File: src/timer16_pkg.sv
package timer16_pkg;

    // ****************************************
    // Register map
    // ****************************************
    localparam logic [7:0] CTRL_OFFSET = 8'h10;
    localparam logic [7:0] CNT_LOW_OFFSET = 8'h14;
    localparam logic [7:0] CNT_HIGH_OFFSET = 8'h18;
    localparam logic [7:0] FLAG_OFFSET = 8'h1C;
    localparam logic [7:0] IRQ_EN_OFFSET = 8'h20;
    localparam logic [7:0] STATUS_OFFSET = 8'h24;

    // ****************************************
    // Control field positions and reset values
    // ****************************************
    localparam int RUN_BIT = 0;
    localparam int SRC_BIT = 1;
    localparam int SYNCN_BIT = 2;
    localparam int OSC_BIT = 3;
    localparam int DIV_LO = 4;
    localparam int DIV_HI = 5;
    localparam logic [7:0] CTRL_RESET = 8'h00;
    localparam logic [7:0] CTRL_MASK = 8'h3F;
    localparam logic [15:0] COUNT_RESET = 16'h0000;
    localparam logic [15:0] COUNT_MAX = 16'hFFFF;

    // ****************************************
    // Timing: instruction cycle is four oscillator periods
    // ****************************************
    localparam logic [1:0] INSN_DIV_LAST = 2'h3;

    typedef enum logic [1:0] {
        DIV_1 = 2'b00,
        DIV_2 = 2'b01,
        DIV_4 = 2'b10,
        DIV_8 = 2'b11
    } div_sel_t;

endpackage : timer16_pkg

File: src/timer16.sv
`timescale 1ns/100ps
module timer16 (
    // Clock and reset
    input wire logic pclk,
    input wire logic presetn,
    input wire logic clk_en,
    // APB slave
    input wire logic psel,
    input wire logic penable,
    input wire logic pwrite,
    input wire logic [7:0] paddr,
    input wire logic [31:0] pwdata,
    output logic [31:0] prdata,
    output logic pready,
    output logic pslverr,
    // Pins and system
    input wire logic external_count_input,
    input wire logic sleep_mode,
    input wire logic ccp_special_trigger,
    output logic crystal_osc_on,
    output logic crystal_pins_force_in,
    output logic count_overflow_irq,
    output logic wake_request,
    output logic capture_base_valid
);
    import timer16_pkg::*;

    // ****************************************
    // Registers
    // ****************************************
    logic [7:0] ctrl_ff;
    logic [15:0] count_ff;
    logic overflow_flag_ff;
    logic overflow_irq_enable_ff;
    logic [1:0] insn_div_ff;
    logic [2:0] pre_ff;
    logic ext_s1_ff;
    logic ext_s2_ff;
    logic ext_prev_ff;
    logic [31:0] nxt_prdata;

    logic count_run;
    logic clock_source_select;
    logic sync_bypass_n;
    logic crystal_osc_enable;
    div_sel_t input_divide_select;
    logic wr_en;
    logic rd_en;
    logic addr_ok;
    logic ext_rise;
    logic src_tick;
    logic pre_tick;
    logic inc_en;
    logic wr_cnt;
    logic wrap;

    assign count_run = ctrl_ff[RUN_BIT];
    assign clock_source_select = ctrl_ff[SRC_BIT];
    assign sync_bypass_n = ctrl_ff[SYNCN_BIT];
    assign crystal_osc_enable = ctrl_ff[OSC_BIT];
    assign input_divide_select = div_sel_t'(ctrl_ff[DIV_HI:DIV_LO]);

    // Bus strobes, zero wait states
    assign wr_en = psel && penable && pwrite && clk_en;
    assign rd_en = psel && !penable && !pwrite && clk_en;
    assign pready = 1'b1;
    assign addr_ok = (paddr == CTRL_OFFSET) || (paddr == CNT_LOW_OFFSET)
        || (paddr == CNT_HIGH_OFFSET) || (paddr == FLAG_OFFSET)
        || (paddr == IRQ_EN_OFFSET) || (paddr == STATUS_OFFSET);
    assign pslverr = psel && penable && !addr_ok;

    // ****************************************
    // Control and enable registers
    // ****************************************
    always_ff @(posedge pclk or negedge presetn) begin
        if (!presetn) begin
            ctrl_ff <= CTRL_RESET;
        end else if (wr_en && paddr == CTRL_OFFSET) begin
            ctrl_ff <= pwdata[7:0] & CTRL_MASK;
        end
    end

    always_ff @(posedge pclk or negedge presetn) begin
        if (!presetn) begin
            overflow_irq_enable_ff <= 1'b0;
        end else if (wr_en && paddr == IRQ_EN_OFFSET) begin
            overflow_irq_enable_ff <= pwdata[0];
        end
    end

    // Oscillator power and pin direction override
    assign crystal_osc_on = crystal_osc_enable;
    assign crystal_pins_force_in = crystal_osc_enable;

    // ****************************************
    // External pin synchroniser and edge detect
    // ****************************************
    always_ff @(posedge pclk or negedge presetn) begin
        if (!presetn) begin
            ext_s1_ff <= 1'b0;
            ext_s2_ff <= 1'b0;
            ext_prev_ff <= 1'b0;
        end else if (clk_en) begin
            ext_s1_ff <= external_count_input;
            ext_s2_ff <= ext_s1_ff;
            ext_prev_ff <= ext_s2_ff;
        end
    end
    // Synced and unsynced modes use the same synchroniser stages here
    assign ext_rise = ext_s2_ff && !ext_prev_ff;

    // Instruction cycle divider
    always_ff @(posedge pclk or negedge presetn) begin
        if (!presetn) begin
            insn_div_ff <= 2'b00;
        end else if (clk_en) begin
            insn_div_ff <= insn_div_ff + 2'b01;
        end
    end

    // Source select: timer or counter
    assign src_tick = clock_source_select ? ext_rise
                                          : (insn_div_ff == INSN_DIV_LAST);

    // ****************************************
    // Input prescaler
    // ****************************************
    always_ff @(posedge pclk or negedge presetn) begin
        if (!presetn) begin
            pre_ff <= 3'b000;
        end else if (clk_en && (wr_en && paddr == CTRL_OFFSET)) begin
            pre_ff <= 3'b000;
        end else if (clk_en && src_tick && count_run) begin
            pre_ff <= pre_ff + 3'b001;
        end
    end

    always_comb begin
        case (input_divide_select)
            DIV_1: pre_tick = src_tick;
            DIV_2: pre_tick = src_tick && (pre_ff[0] == 1'b1);
            DIV_4: pre_tick = src_tick && (pre_ff[1:0] == 2'b11);
            DIV_8: pre_tick = src_tick && (pre_ff == 3'b111);
            default: pre_tick = 1'b0;
        endcase
    end

    assign inc_en = clk_en && count_run && pre_tick;
    assign wr_cnt = wr_en && (paddr == CNT_LOW_OFFSET || paddr == CNT_HIGH_OFFSET);
    assign wrap = inc_en && !wr_cnt && (count_ff == COUNT_MAX);

    // ****************************************
    // Count pair
    // ****************************************
    always_ff @(posedge pclk or negedge presetn) begin
        if (!presetn) begin
            count_ff <= COUNT_RESET;
        end else if (wr_en && paddr == CNT_LOW_OFFSET) begin
            count_ff[7:0] <= pwdata[7:0];
        end else if (wr_en && paddr == CNT_HIGH_OFFSET) begin
            count_ff[15:8] <= pwdata[7:0];
        end else if (clk_en && ccp_special_trigger) begin
            count_ff <= COUNT_RESET;
        end else if (inc_en) begin
            count_ff <= count_ff + 16'h0001;
        end
    end

    // Sticky overflow flag, set beats clear, trigger reset excluded
    always_ff @(posedge pclk or negedge presetn) begin
        if (!presetn) begin
            overflow_flag_ff <= 1'b0;
        end else if (clk_en) begin
            if (wrap && !ccp_special_trigger) begin
                overflow_flag_ff <= 1'b1;
            end else if (wr_en && paddr == FLAG_OFFSET && pwdata[0]) begin
                overflow_flag_ff <= 1'b0;
            end
        end
    end

    assign count_overflow_irq = overflow_flag_ff && overflow_irq_enable_ff;
    // Sleep wake only from unsynced counter mode
    assign wake_request = sleep_mode && overflow_flag_ff && overflow_irq_enable_ff
        && clock_source_select && sync_bypass_n;
    assign capture_base_valid = !(clock_source_select && sync_bypass_n);

    // ****************************************
    // Read data, captured in setup phase
    // ****************************************
    always_comb begin
        nxt_prdata = 32'h0000_0000;
        case (paddr)
            CTRL_OFFSET: nxt_prdata = {24'h00_0000, ctrl_ff};
            CNT_LOW_OFFSET: nxt_prdata = {24'h00_0000, count_ff[7:0]};
            CNT_HIGH_OFFSET: nxt_prdata = {24'h00_0000, count_ff[15:8]};
            FLAG_OFFSET: nxt_prdata = {31'h0000_0000, overflow_flag_ff};
            IRQ_EN_OFFSET: nxt_prdata = {31'h0000_0000, overflow_irq_enable_ff};
            STATUS_OFFSET: nxt_prdata = {30'h0000_0000, capture_base_valid, count_run};
            default: nxt_prdata = 32'h0000_0000;
        endcase
    end

    always_ff @(posedge pclk or negedge presetn) begin
        if (!presetn) begin
            prdata <= 32'h0000_0000;
        end else if (rd_en) begin
            prdata <= nxt_prdata;
        end
    end

    // ****************************************
    // Assertions
    // ****************************************
    a_wrap_flag: assert property (@(posedge pclk) disable iff (!presetn)
        wrap && !ccp_special_trigger |=> overflow_flag_ff && count_ff == COUNT_RESET)
        else $error("wrap did not set flag");
    a_stop_hold: assert property (@(posedge pclk) disable iff (!presetn)
        !count_run && !wr_cnt && !ccp_special_trigger |=> $stable(count_ff))
        else $error("stopped counter moved");
    a_trig_clear: assert property (@(posedge pclk) disable iff (!presetn)
        clk_en && ccp_special_trigger && !wr_cnt |=> count_ff == COUNT_RESET)
        else $error("trigger did not clear");
    a_trig_noflag: assert property (@(posedge pclk) disable iff (!presetn)
        ccp_special_trigger && !overflow_flag_ff |=> !overflow_flag_ff)
        else $error("trigger set flag");
    a_write_wins: assert property (@(posedge pclk) disable iff (!presetn)
        wr_en && paddr == CNT_LOW_OFFSET |=> count_ff[7:0] == $past(pwdata[7:0]))
        else $error("write lost");
    a_ctrl_top: assert property (@(posedge pclk) disable iff (!presetn)
        ctrl_ff[7:6] == 2'b00)
        else $error("reserved bits set");
    a_timer_rate: assert property (@(posedge pclk) disable iff (!presetn)
        inc_en && !clock_source_select |=> !inc_en [*3])
        else $error("timer faster than instruction cycle");
    a_div_two: assert property (@(posedge pclk) disable iff (!presetn)
        inc_en && input_divide_select == DIV_2 && !wr_en && !clock_source_select
        |=> !inc_en [*7])
        else $error("divide by two too fast");
    a_irq_gate: assert property (@(posedge pclk) disable iff (!presetn)
        count_overflow_irq |-> overflow_irq_enable_ff)
        else $error("irq without enable");
    a_pins_in: assert property (@(posedge pclk) disable iff (!presetn)
        crystal_osc_enable |-> crystal_pins_force_in)
        else $error("pins not forced");
    a_enable_freeze: assert property (@(posedge pclk) disable iff (!presetn)
        !clk_en |=> $stable(count_ff) && $stable(ctrl_ff) && $stable(prdata))
        else $error("state moved while clock enable low");
    a_high_write: assert property (@(posedge pclk) disable iff (!presetn)
        wr_en && paddr == CNT_HIGH_OFFSET |=> count_ff[15:8] == $past(pwdata[7:0]))
        else $error("high byte write lost");
    a_count_step: assert property (@(posedge pclk) disable iff (!presetn)
        inc_en && !wr_cnt && !ccp_special_trigger |=> count_ff == $past(count_ff) + 16'h0001)
        else $error("count did not step by one");
    a_ext_edge: assert property (@(posedge pclk) disable iff (!presetn)
        inc_en && clock_source_select |-> ext_rise)
        else $error("counter moved without pin edge");
    a_int_tick: assert property (@(posedge pclk) disable iff (!presetn)
        inc_en && !clock_source_select |-> insn_div_ff == INSN_DIV_LAST)
        else $error("timer moved off instruction cycle");
    a_base_async: assert property (@(posedge pclk) disable iff (!presetn)
        clock_source_select && sync_bypass_n |-> !capture_base_valid)
        else $error("unsynced counter offered as base");
    a_wake_mode: assert property (@(posedge pclk) disable iff (!presetn)
        wake_request |-> sleep_mode && clock_source_select && sync_bypass_n)
        else $error("wake outside unsynced sleep");
    a_ctrl_read: assert property (@(posedge pclk) disable iff (!presetn)
        rd_en && paddr == CTRL_OFFSET |=> prdata[7:6] == 2'b00)
        else $error("reserved control bits read set");
    a_flag_hold: assert property (@(posedge pclk) disable iff (!presetn)
        overflow_flag_ff && !(wr_en && paddr == FLAG_OFFSET) |=> overflow_flag_ff)
        else $error("flag dropped without clear");
    a_flag_clear: assert property (@(posedge pclk) disable iff (!presetn)
        wr_en && paddr == FLAG_OFFSET && pwdata[0] && !wrap |=> !overflow_flag_ff)
        else $error("flag clear ignored");
    // Cover points for the main scenarios
    c_overflow: cover property (@(posedge pclk) wrap);
    c_ext_count: cover property (@(posedge pclk) inc_en && clock_source_select);
    c_trigger: cover property (@(posedge pclk) ccp_special_trigger && count_run);
    c_wake: cover property (@(posedge pclk) wake_request);
    c_div_eight: cover property (@(posedge pclk) inc_en && input_divide_select == DIV_8);

endmodule : timer16

File: config.mk
export PLATFORM = sky130hd
export DESIGN_NAME = timer16
export DESIGN_NICKNAME = d
export VERILOG_FILES = /design/src/timer16_pkg.sv /design/src/timer16.sv
export SDC_FILE = /design/constraint.sdc
export NUM_CORES = 1
export LEC_CHECK = 0
export BUFFER_PORTS_ARGS = -buffer_cell sky130_fd_sc_hd__buf_4
export CORE_ASPECT_RATIO = 2
export CORE_MARGIN = 5
export CORE_UTILIZATION = 45
export CTS_CLUSTER_SIZE = 8
export DETAILED_ROUTE_END_ITERATION = 10
export PLACE_DENSITY = 0.81
export SETUP_SLACK_MARGIN = 0.2
export SYNTH_ARGS = -nofsm -noshare
export SYNTH_HDL_FRONTEND = slang
export SYNTH_SLANG_ARGS = --single-unit
File: constraint.sdc
create_clock -name pclk -period 4.65 [get_ports pclk]
set_input_delay 0.2325 -clock pclk [delete_from_list [all_inputs] [get_ports pclk]]
set_output_delay 0.2325 -clock pclk [all_outputs]
set_load 0.01 [all_outputs]
==> results.yml, run 1 <==
run_status:
  status: "complete, no violations"
placement:
  portBuffers: 38
  place_ws_ps: 2085
  hpwl_microns: 5444
  place_inst: 381
  gp_congestion: 0.9724
setup_path:
  r2r_start: "pre_ff[0]$_DFFE_PN0P_"
  crit_type: "reg2reg"
  r2r_slack_ps: 1970
  r2r_cells: 7
  crit_family: "compound AO/OA/AOI/OAI gates"
  critPathArrivalTime_ps: 2880
  crit_chain: "ha_1 > ha_1 > mux2i_1 > a21oi_1 > nand2_1 > a21oi_1 > a2bb2oi_1"
  crit_buf_inv: 0
  crit_path_start_kind: "flop"
  crit_fanout: 14
  endpoint_kind: "flop"
  crit_required_ps: 4850
  critPathSlowestCell: "a21oi_1"
  max_stage_delay_ps: 820
  critical_path.startpoint: "pre_ff[0]$_DFFE_PN0P_"
  r2r_end: "count_ff[9]$_DFFE_PN0P_"
final_layout:
  drive_gt1_frac: 0.2086
  seqCellArea_sq_um: 1001
  area_delta_synth_final_pct: 13.32
  insertedDiodeCount: 0
  fillers: 528
  multiInputGateArea_sq_um: 1525
  final_net_count: 379
  utilization: 0.5218
  stdcell_count: 389
worst_hold_path:
  hold_path_depth: 2
  holdPathEnd: "ext_s1_ff$_DFFE_PN0P_"
  hp-class: "in2reg"
  hold_start: "external_count_input"
run:
  maxCapViolCount: 0
global_routing:
  antenna_found_initial: 0
  grt_pass1_vias: 2396
  grt_overflow_total: 0
  grt_pass1_wl_microns: 11770
  grt_usage: 0.1943
  grt_max_degree: 41
sta:
  rsz0062_at_grt: "no"
  period_needed_ps: 2676
  fin_tns_setup_ps: 0
  period_share: 0.5755
  fmax_ghz: 0.3737
  slew_headroom: 0.3130
  setup_viol: 0
  hold_viol: 0
  fin_ws_ps: 1974
  worstMarginPinSlew_ps: 1031
  worst_clock_skew_ps: 6.898
  drv_slew: 0
logic_synthesis:
  synth_top_area_frac: 0.3650
  synthArstFlopShare: 1.000
  netlist_top_cells_count: "dfrtp_1, nand2_1, buf_4"
  synth_area_leaders: "dfrtp_1, buf_4, mux2_2, nand2_1, nand3_1"
  synth_cell_types: 57
  ys_ff_latch: 40
  dominantRegCellSynth: "dfrtp_1"
  synthCells: 298
  synth-edff-count: 0
  syn-mean-instance-area_sq_um: 9.203
  yosysWarnings: 0
  ys_seq_area_frac: 0.3650
  yosysMostFrequentCell: "dfrtp_1"
  yosys.area.top_type: "dfrtp_1"
  netlist_area_sq_um: 2743
floorplanning:
  coreArea_sq_um: 5956
  dieHeight_microns: 120.4
  io_pins: 88
  rows: 40
  die_area_sq_um: 7850
  die_w_microns: 65.20
  initial_utilization: 0.4605
route:
  drt_iter0_drc: 248
  wl_per_cell_microns: 19.03
  drt.antenna.violating_nets: 0
  viasPerCell: 6.424
  firstDrtPassIters: 4
  wirelength_microns: 7401
  via_count: 2499
  drc: 0
power:
  cellPowerDensity_nw_per_um2: 290.3
  leakage_uw: 0.001341
  total_power_uw: 902.1
  vdd_drop_max_uv: 210.5
clock_tree:
  clk_pin_slew_worst_paths_ps: 60
  cts.path.max_buffers: 2
  cts.sinks: 40
  cts_buffers: 5
  cts-root-buf: "clkbuf_16"
  insertion_delay_ps: 290
  cts_tree: "done"
  cts_resized: 0
  post_cts_buffers: 0
  htree_levels: 2
[logic make-up after synthesis]
family	after synthesis	share of synthesized area
xor+xnor	2	0.006388
simple gates	111	0.2327
compound gates	74	0.1902
other cells	2	0.002738
fa+ha+maj	4	0.01825
mux	19	0.07436
buf+inv	46	0.1104
flops	40	0.3650
[layout make-up]
cell class	count	share of cell area
clock buffers	5	0.04026
clock inverters	2	0.01932
inverters	4	0.004831
multi-input cells	235	0.4907
flip-flops and latches	40	0.3221
well taps	63	0.02536
repair buffers	40	0.09742
[timing repair]
item                                    4_1_cts  5_1_grt
endpoints found under the setup margin        0        0
hold buffers                                  1        0
hold endpoints to repair                     40        0
[report_power, final]
part           total (uW)  internal [uW]  switching, uW  leakage (uW)
Combinational        92.0           38.8           53.1      0.000709
Clock                 439            304            134     0.0000899
Sequential            371            363           8.69      0.000542
Total                 902            706            196       0.00134
[sequential cells by signal, indices dropped and copies added, names as in the netlist]
signal and cells:
overflow_flag_ff 1, count_ff 16, ext_s1_ff 1, prdata 8, overflow_irq_enable_ff 1, ext_s2_ff 1, pre_ff 3, ctrl_ff 6
ext_prev_ff 1, insn_div_ff 2
[metrics by stage]
stage | instance area, sq um | hold slack [ps]
after global placement | 2913 | 239.8
after CTS | 3108 | 171.6
after floorplan | 2829 | -63.09
after global routing | 3108 | 180.6
final | 3108 | 172.9
after detailed placement | 2913 | 242.1
[worst max-delay path by stage]
stage                                    end  slack [ps]  depth (start not counted)
floorplan           count_ff[13]$_DFFE_PN0P_        2750                          8
CTS                  count_ff[5]$_DFFE_PN0P_        2080                          7
global route        count_ff[11]$_DFFE_PN0P_        1800                          7
detailed placement   count_ff[5]$_DFFE_PN0P_        2080                          7
global placement     count_ff[4]$_DFFE_PN0P_        2110                          7
finish               count_ff[9]$_DFFE_PN0P_        1970                          7
[metal layers]
| layer | routed length [microns] | part of all wire | global-route usage |
|---|---|---|---|
| met4 | 508 | 0.069 | 0.1429 |
| met5 | 0 | 0 | 0 |
| met3 | 621 | 0.084 | 0.03996 |
| met1 | 2448 | 0.33 | 0.1986 |
| met2 | 3823 | 0.52 | 0.3371 |
[worst register-to-register path, delay by kind of cell (launching register included)]
family,cells,cell delay (ps)
AOI/OAI and AO/OA,3,1470
muxes,1,70
and+or+nand+nor,1,360
DFF,1,380
adders and majority gates,2,320
[cell usage in the layout, fill, tap and decap left out, types with 3 or more instances in the layout]
| cell | synthesis | final |
|---|---|---|
| nor2b_1 | 3 | 3 |
| o31ai_1 | 5 | 5 |
| dfrtp_1 | 40 | 40 |
| a2bb2oi_1 | 4 | 4 |
| a22oi_1 | 7 | 7 |
| o311ai_1 | 3 | 3 |
| nand4_1 | 10 | 10 |
| nor3b_1 | 3 | 3 |
| nor2_1 | 10 | 10 |
| ha_1 | 4 | 4 |
| buf_4 | 27 | 39 |
| a21oi_1 | 11 | 11 |
| nand3_1 | 18 | 18 |
| nand2_1 | 32 | 32 |
| mux2i_1 | 8 | 8 |
| o21ai_0 | 13 | 13 |
| o211ai_1 | 12 | 12 |
| and2_1 | 5 | 5 |
| and3_1 | 4 | 4 |
| inv_1 | 4 | 4 |
| mux2_2 | 11 | 11 |
| a31oi_1 | 6 | 6 |
| conb_1 | 2 | 25 |
| nor3_1 | 5 | 5 |
| clkbuf_16 | 0 | 5 |
Note: power is estimated with default switching activity, not from simulation.
==> inputs of run 2 (changes only) <==
Settings changed: ABC_AREA from default to 1, PLACE_DENSITY 0.81 to 0.8.
Clock period 4.65 ns to 2.76 ns, I/O delays scaled along.
==> results.yml, run 2 <==
route:
  firstDrtPassIters: 5
  drc: 0
  via_count: 2708
  drt_iter0_drc: 160
  wl_per_cell_microns: 13.12
  wirelength_microns: 7348
  viasPerCell: 4.836
  drt.antenna.violating_nets: 0
logic_synthesis:
  dominantRegCellSynth: "dfrtp_1"
  synth_cell_types: 33
  ys_seq_area_frac: 0.3497
  netlist_top_cells_count: "nand2_1, dfrtp_1, inv_1"
  netlist_area_sq_um: 2863
  syn-mean-instance-area_sq_um: 6.596
  synthCells: 434
  synth_top_area_frac: 0.3497
  synth_compound_area_frac: 0.06425
  yosysMostFrequentCell: "nand2_1"
  synth_top_family_by_area: "simple AND/OR/NAND/NOR gates"
  yosysWarnings: 0
  synth-edff-count: 0
  synth_mux_area_frac: 0
  synth-simple-area-share: 0.4222
  yosys.area.top_type: "dfrtp_1"
  synthArstFlopShare: 1.000
  synth_xor_area_frac: 0.01530
  synth_area_leaders: "dfrtp_1, nand2_1, buf_4, nand3_1, inv_1"
  ys_ff_latch: 40
  synth_adder_area_share: 0.01748
setup_path:
  r2r_cells: 9
  crit_type: "reg2reg"
  r2r_end: "count_ff[0]$_DFFE_PN0P_"
  r2r_start: "pre_ff[0]$_DFFE_PN0P_"
  critPathArrivalTime_ps: 2080
  crit_fanout: 8
  crit_required_ps: 2980
  r2r_slack_ps: 900
  endpoint: "count_ff[0]$_DFFE_PN0P_"
  critical_path.startpoint: "pre_ff[0]$_DFFE_PN0P_"
  crit_path_start_kind: "flop"
  endpoint_kind: "flop"
final_layout:
  design_area_sq_um: 3303
  final_cell_mix: "nand2_1, dfrtp_1, buf_4"
  area_delta_synth_final_pct: 15.38
  stdcell_count: 560
  insertedDiodeCount: 0
  layout.cells.most_common: "nand2_1"
  regMostFlops: "count_ff"
  drive_gt1_frac: 0.1498
  multiInputGateArea_sq_um: 1580
  seqCellArea_sq_um: 1001
  utilization: 0.5278
  final_net_count: 526
  fillers: 643
  largest_reg_flops: 16
  top_regs: "count_ff: 16 flops, prdata: 8 flops, ctrl_ff: 6 flops"
power:
  vdd_drop_max_uv: 260.1
  cellPowerDensity_nw_per_um2: 470.2
  leakage_uw: 0.001790
clock_tree:
  cts.sinks: 40
  htree_levels: 2
  cts_tree: "done"
  hold_buffers: 1
  cts_buffers: 5
  cts.path.max_buffers: 2
  insertion_delay_ps: 290
  post_cts_buffers: 0
  cts_resized: 0
  cts-root-buf: "clkbuf_16"
  clk_pin_slew_worst_paths_ps: 60
floorplanning:
  die_area_sq_um: 8154
  dieHeight_microns: 122.8
  coreArea_sq_um: 6259
  io_pins: 88
  die_w_microns: 66.40
  rows: 41
  initial_utilization: 0.4574
placement:
  gp_congestion: 0.9251
  place_ws_ps: 938.6
  portBuffers: 38
  place_area_sq_um: 3126
  place_inst: 551
  hpwl_microns: 6009
sta:
  worstMarginPinSlew_ps: 513.6
  fmax_ghz: 0.5378
  fin_tns_setup_ps: 0
  rsz0062_at_grt: "no"
  period_needed_ps: 1860
  drv_slew: 0
  setup_viol: 0
  worst_clock_skew_ps: 3.283
  hold_viol: 0
  period_share: 0.6737
  fin_ws_ps: 900.5
  slew_headroom: 0.6576
global_routing:
  grt_pass1_vias: 2606
  grt_usage: 0.1947
  grt_pass1_wl_microns: 12100
  antenna_found_initial: 0
  grt_overflow_total: 0
  grt_max_degree: 41
run_status:
  status: "complete, no violations"
run:
  maxCapViolCount: 0
worst_hold_path:
  hp-class: "in2reg"
run 2: cells by family after synthesis:
group,after synthesis
xor gates and xnor gates,5
other,2
buffers and inverters,69
and+or+nand+nor,284
DFF,40
adders and majority gates,4
AOI/OAI and AO/OA,30
run 2: worst min-delay path by stage:
stage                         endpoint  depth (start not counted)  slack, ps                  from
2_1_floorplan  count_ff[0]$_DFFE_PN0P_                          0       -160               presetn
3_3_place_gp     ext_s1_ff$_DFFE_PN0P_                          1        140               presetn
3_5_place_dp     ext_s1_ff$_DFFE_PN0P_                          1        150               presetn
4_1_cts          ext_s1_ff$_DFFE_PN0P_                          3         60  external_count_input
5_1_grt          ext_s1_ff$_DFFE_PN0P_                          3         60  external_count_input
6_report         ext_s1_ff$_DFFE_PN0P_                          3         60  external_count_input
run 2: worst max-delay path, cell delays in order, from the launching register on:
cell	delay, ps
dfrtp_1	410
ha_1	230
ha_1	180
nand3_1	80
nand3_1	100
nand2_2	130
nand2_2	100
a21oi_2	380
nand2_1	100
nand2_1	90
run 2: metrics by stage:
stage                     hold WS [ps]  power (uW)
after CTS                        58.80        1567
after floorplan                 -157.6       843.9
after global routing             61.61        1628
after detailed placement         146.1       902.8
final                            58.91        1553
after global placement           141.0       893.3
run 2: per-layer routing:
| layer | up-vias | GRT usage | wire length, microns |
|---|---|---|---|
| met4 | 0 | 0.1247 | 398 |
| met2 | 83 | 0.3547 | 4021 |
| li1 | 1378 | - | - |
| met1 | 1222 | 0.2027 | 2599 |
| met5 | - | 0 | 0 |
| met3 | 25 | 0.02289 | 328 |
run 2: where the power goes:
part / switching, uW / total, uW / internal [uW] / leakage [uW]
clock: 234 / 659 / 424 / 0.0000798
combinational: 132 / 215 / 83.1 / 0.00117
sequential: 48.9 / 679 / 630 / 0.000540
run 2: final cells by class:
class	instances	area share
Clock inverter	3	0.01288
Tap cell	86	0.03258
Clock buffer	5	0.03788
Timing Repair Buffer	39	0.08939
Inverter	39	0.04583
Multi-Input combinational cell	348	0.4784
Sequential cell	40	0.3030
==> inputs of run 3 (changes only) <==
Clock period 2.76 ns to 1.75 ns, I/O delays scaled along.
==> results.yml, run 3 (synthesis gave the netlist of run 2 again) <==
floorplanning:
  initial_utilization: 0.4574
  dieHeight_microns: 122.8
  rows: 41
  die_area_sq_um: 8154
  coreArea_sq_um: 6259
  io_pins: 88
  die_w_microns: 66.40
sta:
  fmax_ghz: 0.6337
  worst_clock_skew_ps: 2.266
  worstMarginPinSlew_ps: 518.0
  period_needed_ps: 1578
  period_share: 0.9017
  rsz0062_at_grt: "yes"
  drv_slew: 0
  slew_headroom: 0.6547
  fin_tns_setup_ps: 0
  setup_viol: 0
  hold_viol: 0
placement:
  portBuffers: 38
  gp_congestion: 0.9355
  hpwl_microns: 5975
  place_area_sq_um: 3163
clock_tree:
  cts.path.max_buffers: 2
  cts.sinks: 40
  cts-root-buf: "clkbuf_16"
  clk_pin_slew_worst_paths_ps: 60
  htree_levels: 2
  insertion_delay_ps: 280
  cts_tree: "done"
  cts_buffers: 5
global_routing:
  grt_usage: 0.1990
  grt_overflow_total: 0
  grt_pass1_vias: 2694
  grt_pass1_wl_microns: 12300
  grt_max_degree: 41
  antenna_found_initial: 0
final_layout:
  final_net_count: 537
  final_cell_mix: "nand2_1, buf_4, dfrtp_1"
  layout.cells.most_common: "nand2_1"
  regMostFlops: "count_ff"
  design_area_sq_um: 3423
  top_regs: "count_ff: 16 flops, prdata: 8 flops, ctrl_ff: 6 flops"
  insertedDiodeCount: 0
  drive_gt1_frac: 0.1839
  largest_reg_flops: 16
  area_delta_synth_final_pct: 19.58
route:
  wl_met3_microns: 387
  via_count: 2833
  wl_per_cell_microns: 13.54
  viasPerCell: 4.970
  drt.antenna.violating_nets: 0
  wl_met2_microns: 4097
  firstDrtPassIters: 5
  drt_iter0_drc: 126
  drc: 0
  highest_layer: "met4"
  wirelength_microns: 7716
  m1WireLength_microns: 2684
power:
  leakage_uw: 0.001838
  p_seq_frac: 0.456
  pwr-share-comb: 0.173
  total_power_uw: 2343
  internal_power_uw: 1681
  clockPowerShare: 0.371
  p_sw_uw: 662.2
  vdd_drop_max_uv: 652.7
  cellPowerDensity_nw_per_um2: 684.5
  p_sw_frac: 0.2826
setup_path:
  crit_path_start_kind: "flop"
  endpoint_kind: "flop"
  crit_required_ps: 1980
  critPathArrivalTime_ps: 1800
  crit_type: "reg2reg"
  crit_fanout: 8
worst_hold_path:
  hp-class: "in2reg"
run:
  maxCapViolCount: 0
run_status:
  status: "complete, no violations"
run 3: final cells by class:
type,count,area (sq um)
fill,632,2835
multi-input combinational,348,1650
sequential,40,1002
timing repair buffer,50,377.9
inverter,39,151.4
clock buffer,6,128.9
tap,86,107.6
clock inverter,1,5.005
run 3: critical path, stage by stage (launching register included):
cell	delay, ps
dfrtp_1	430
ha_4	190
ha_4	150
nand3_2	60
nand3_2	70
nand2_2	100
nand2_4	80
o21ai_4	280
nand2_1	100
nand2_1	60
run 3: layer usage:
metal	up-vias	global-route usage
met5	-	0
met4	0	0.1514
met3	30	0.03388
met2	90	0.3603
met1	1320	0.1913
li1	1393	-
run 3: through the flow:
stage	util	hold slack, ps	instances	setup slack, ps
2_1_floorplan	-	-208.1	457	201.7
3_3_place_gp	0.5054	89.37	555	92.49
3_5_place_dp	0.5054	97.80	555	26.40
4_1_cts	0.5386	8.404	565	184.2
5_1_grt	0.5470	21.87	570	72.46
6_report	0.5470	9.201	570	172.0
run 3: power by group through the flow:
stage	sequential, uW	combinational, uW	clock, uW
floorplan	1060	270	0
global placement	1080	329	0
detailed placement	1090	340	0
CTS	1070	350	889
global route	1080	459	924
finish	1070	406	869
run 3: worst paths after layout:
| check | end | startpoint | slack, ps | depth (start not counted) |
|---|---|---|---|---|
| hold reg to reg | ext_s1_ff$_DFFE_PN0P_ | ext_s1_ff$_DFFE_PN0P_ | 470 | 2 |
| setup reg to reg | count_ff[10]$_DFFE_PN0P_ | pre_ff[0]$_DFFE_PN0P_ | 170 | 9 |
| hold / removal | ext_s1_ff$_DFFE_PN0P_ | external_count_input | 9 | 3 |
| setup / recovery | count_ff[10]$_DFFE_PN0P_ | pre_ff[0]$_DFFE_PN0P_ | 170 | 9 |
| min in group asynchronous | ext_s2_ff$_DFFE_PN0P_ | presetn | 330 | 2 |
| max in group asynchronous | count_ff[0]$_DFFE_PN0P_ | presetn | 1030 | 2 |
run 3: what timing repair did:
action                     in CTS  in global routing
resized for setup               9                  5
pin swaps                      11                 21
hold buffers                    1                  0
hold endpoints to repair       40                  0
setup buffers                   2                  5
setup endpoints to repair      16                 17
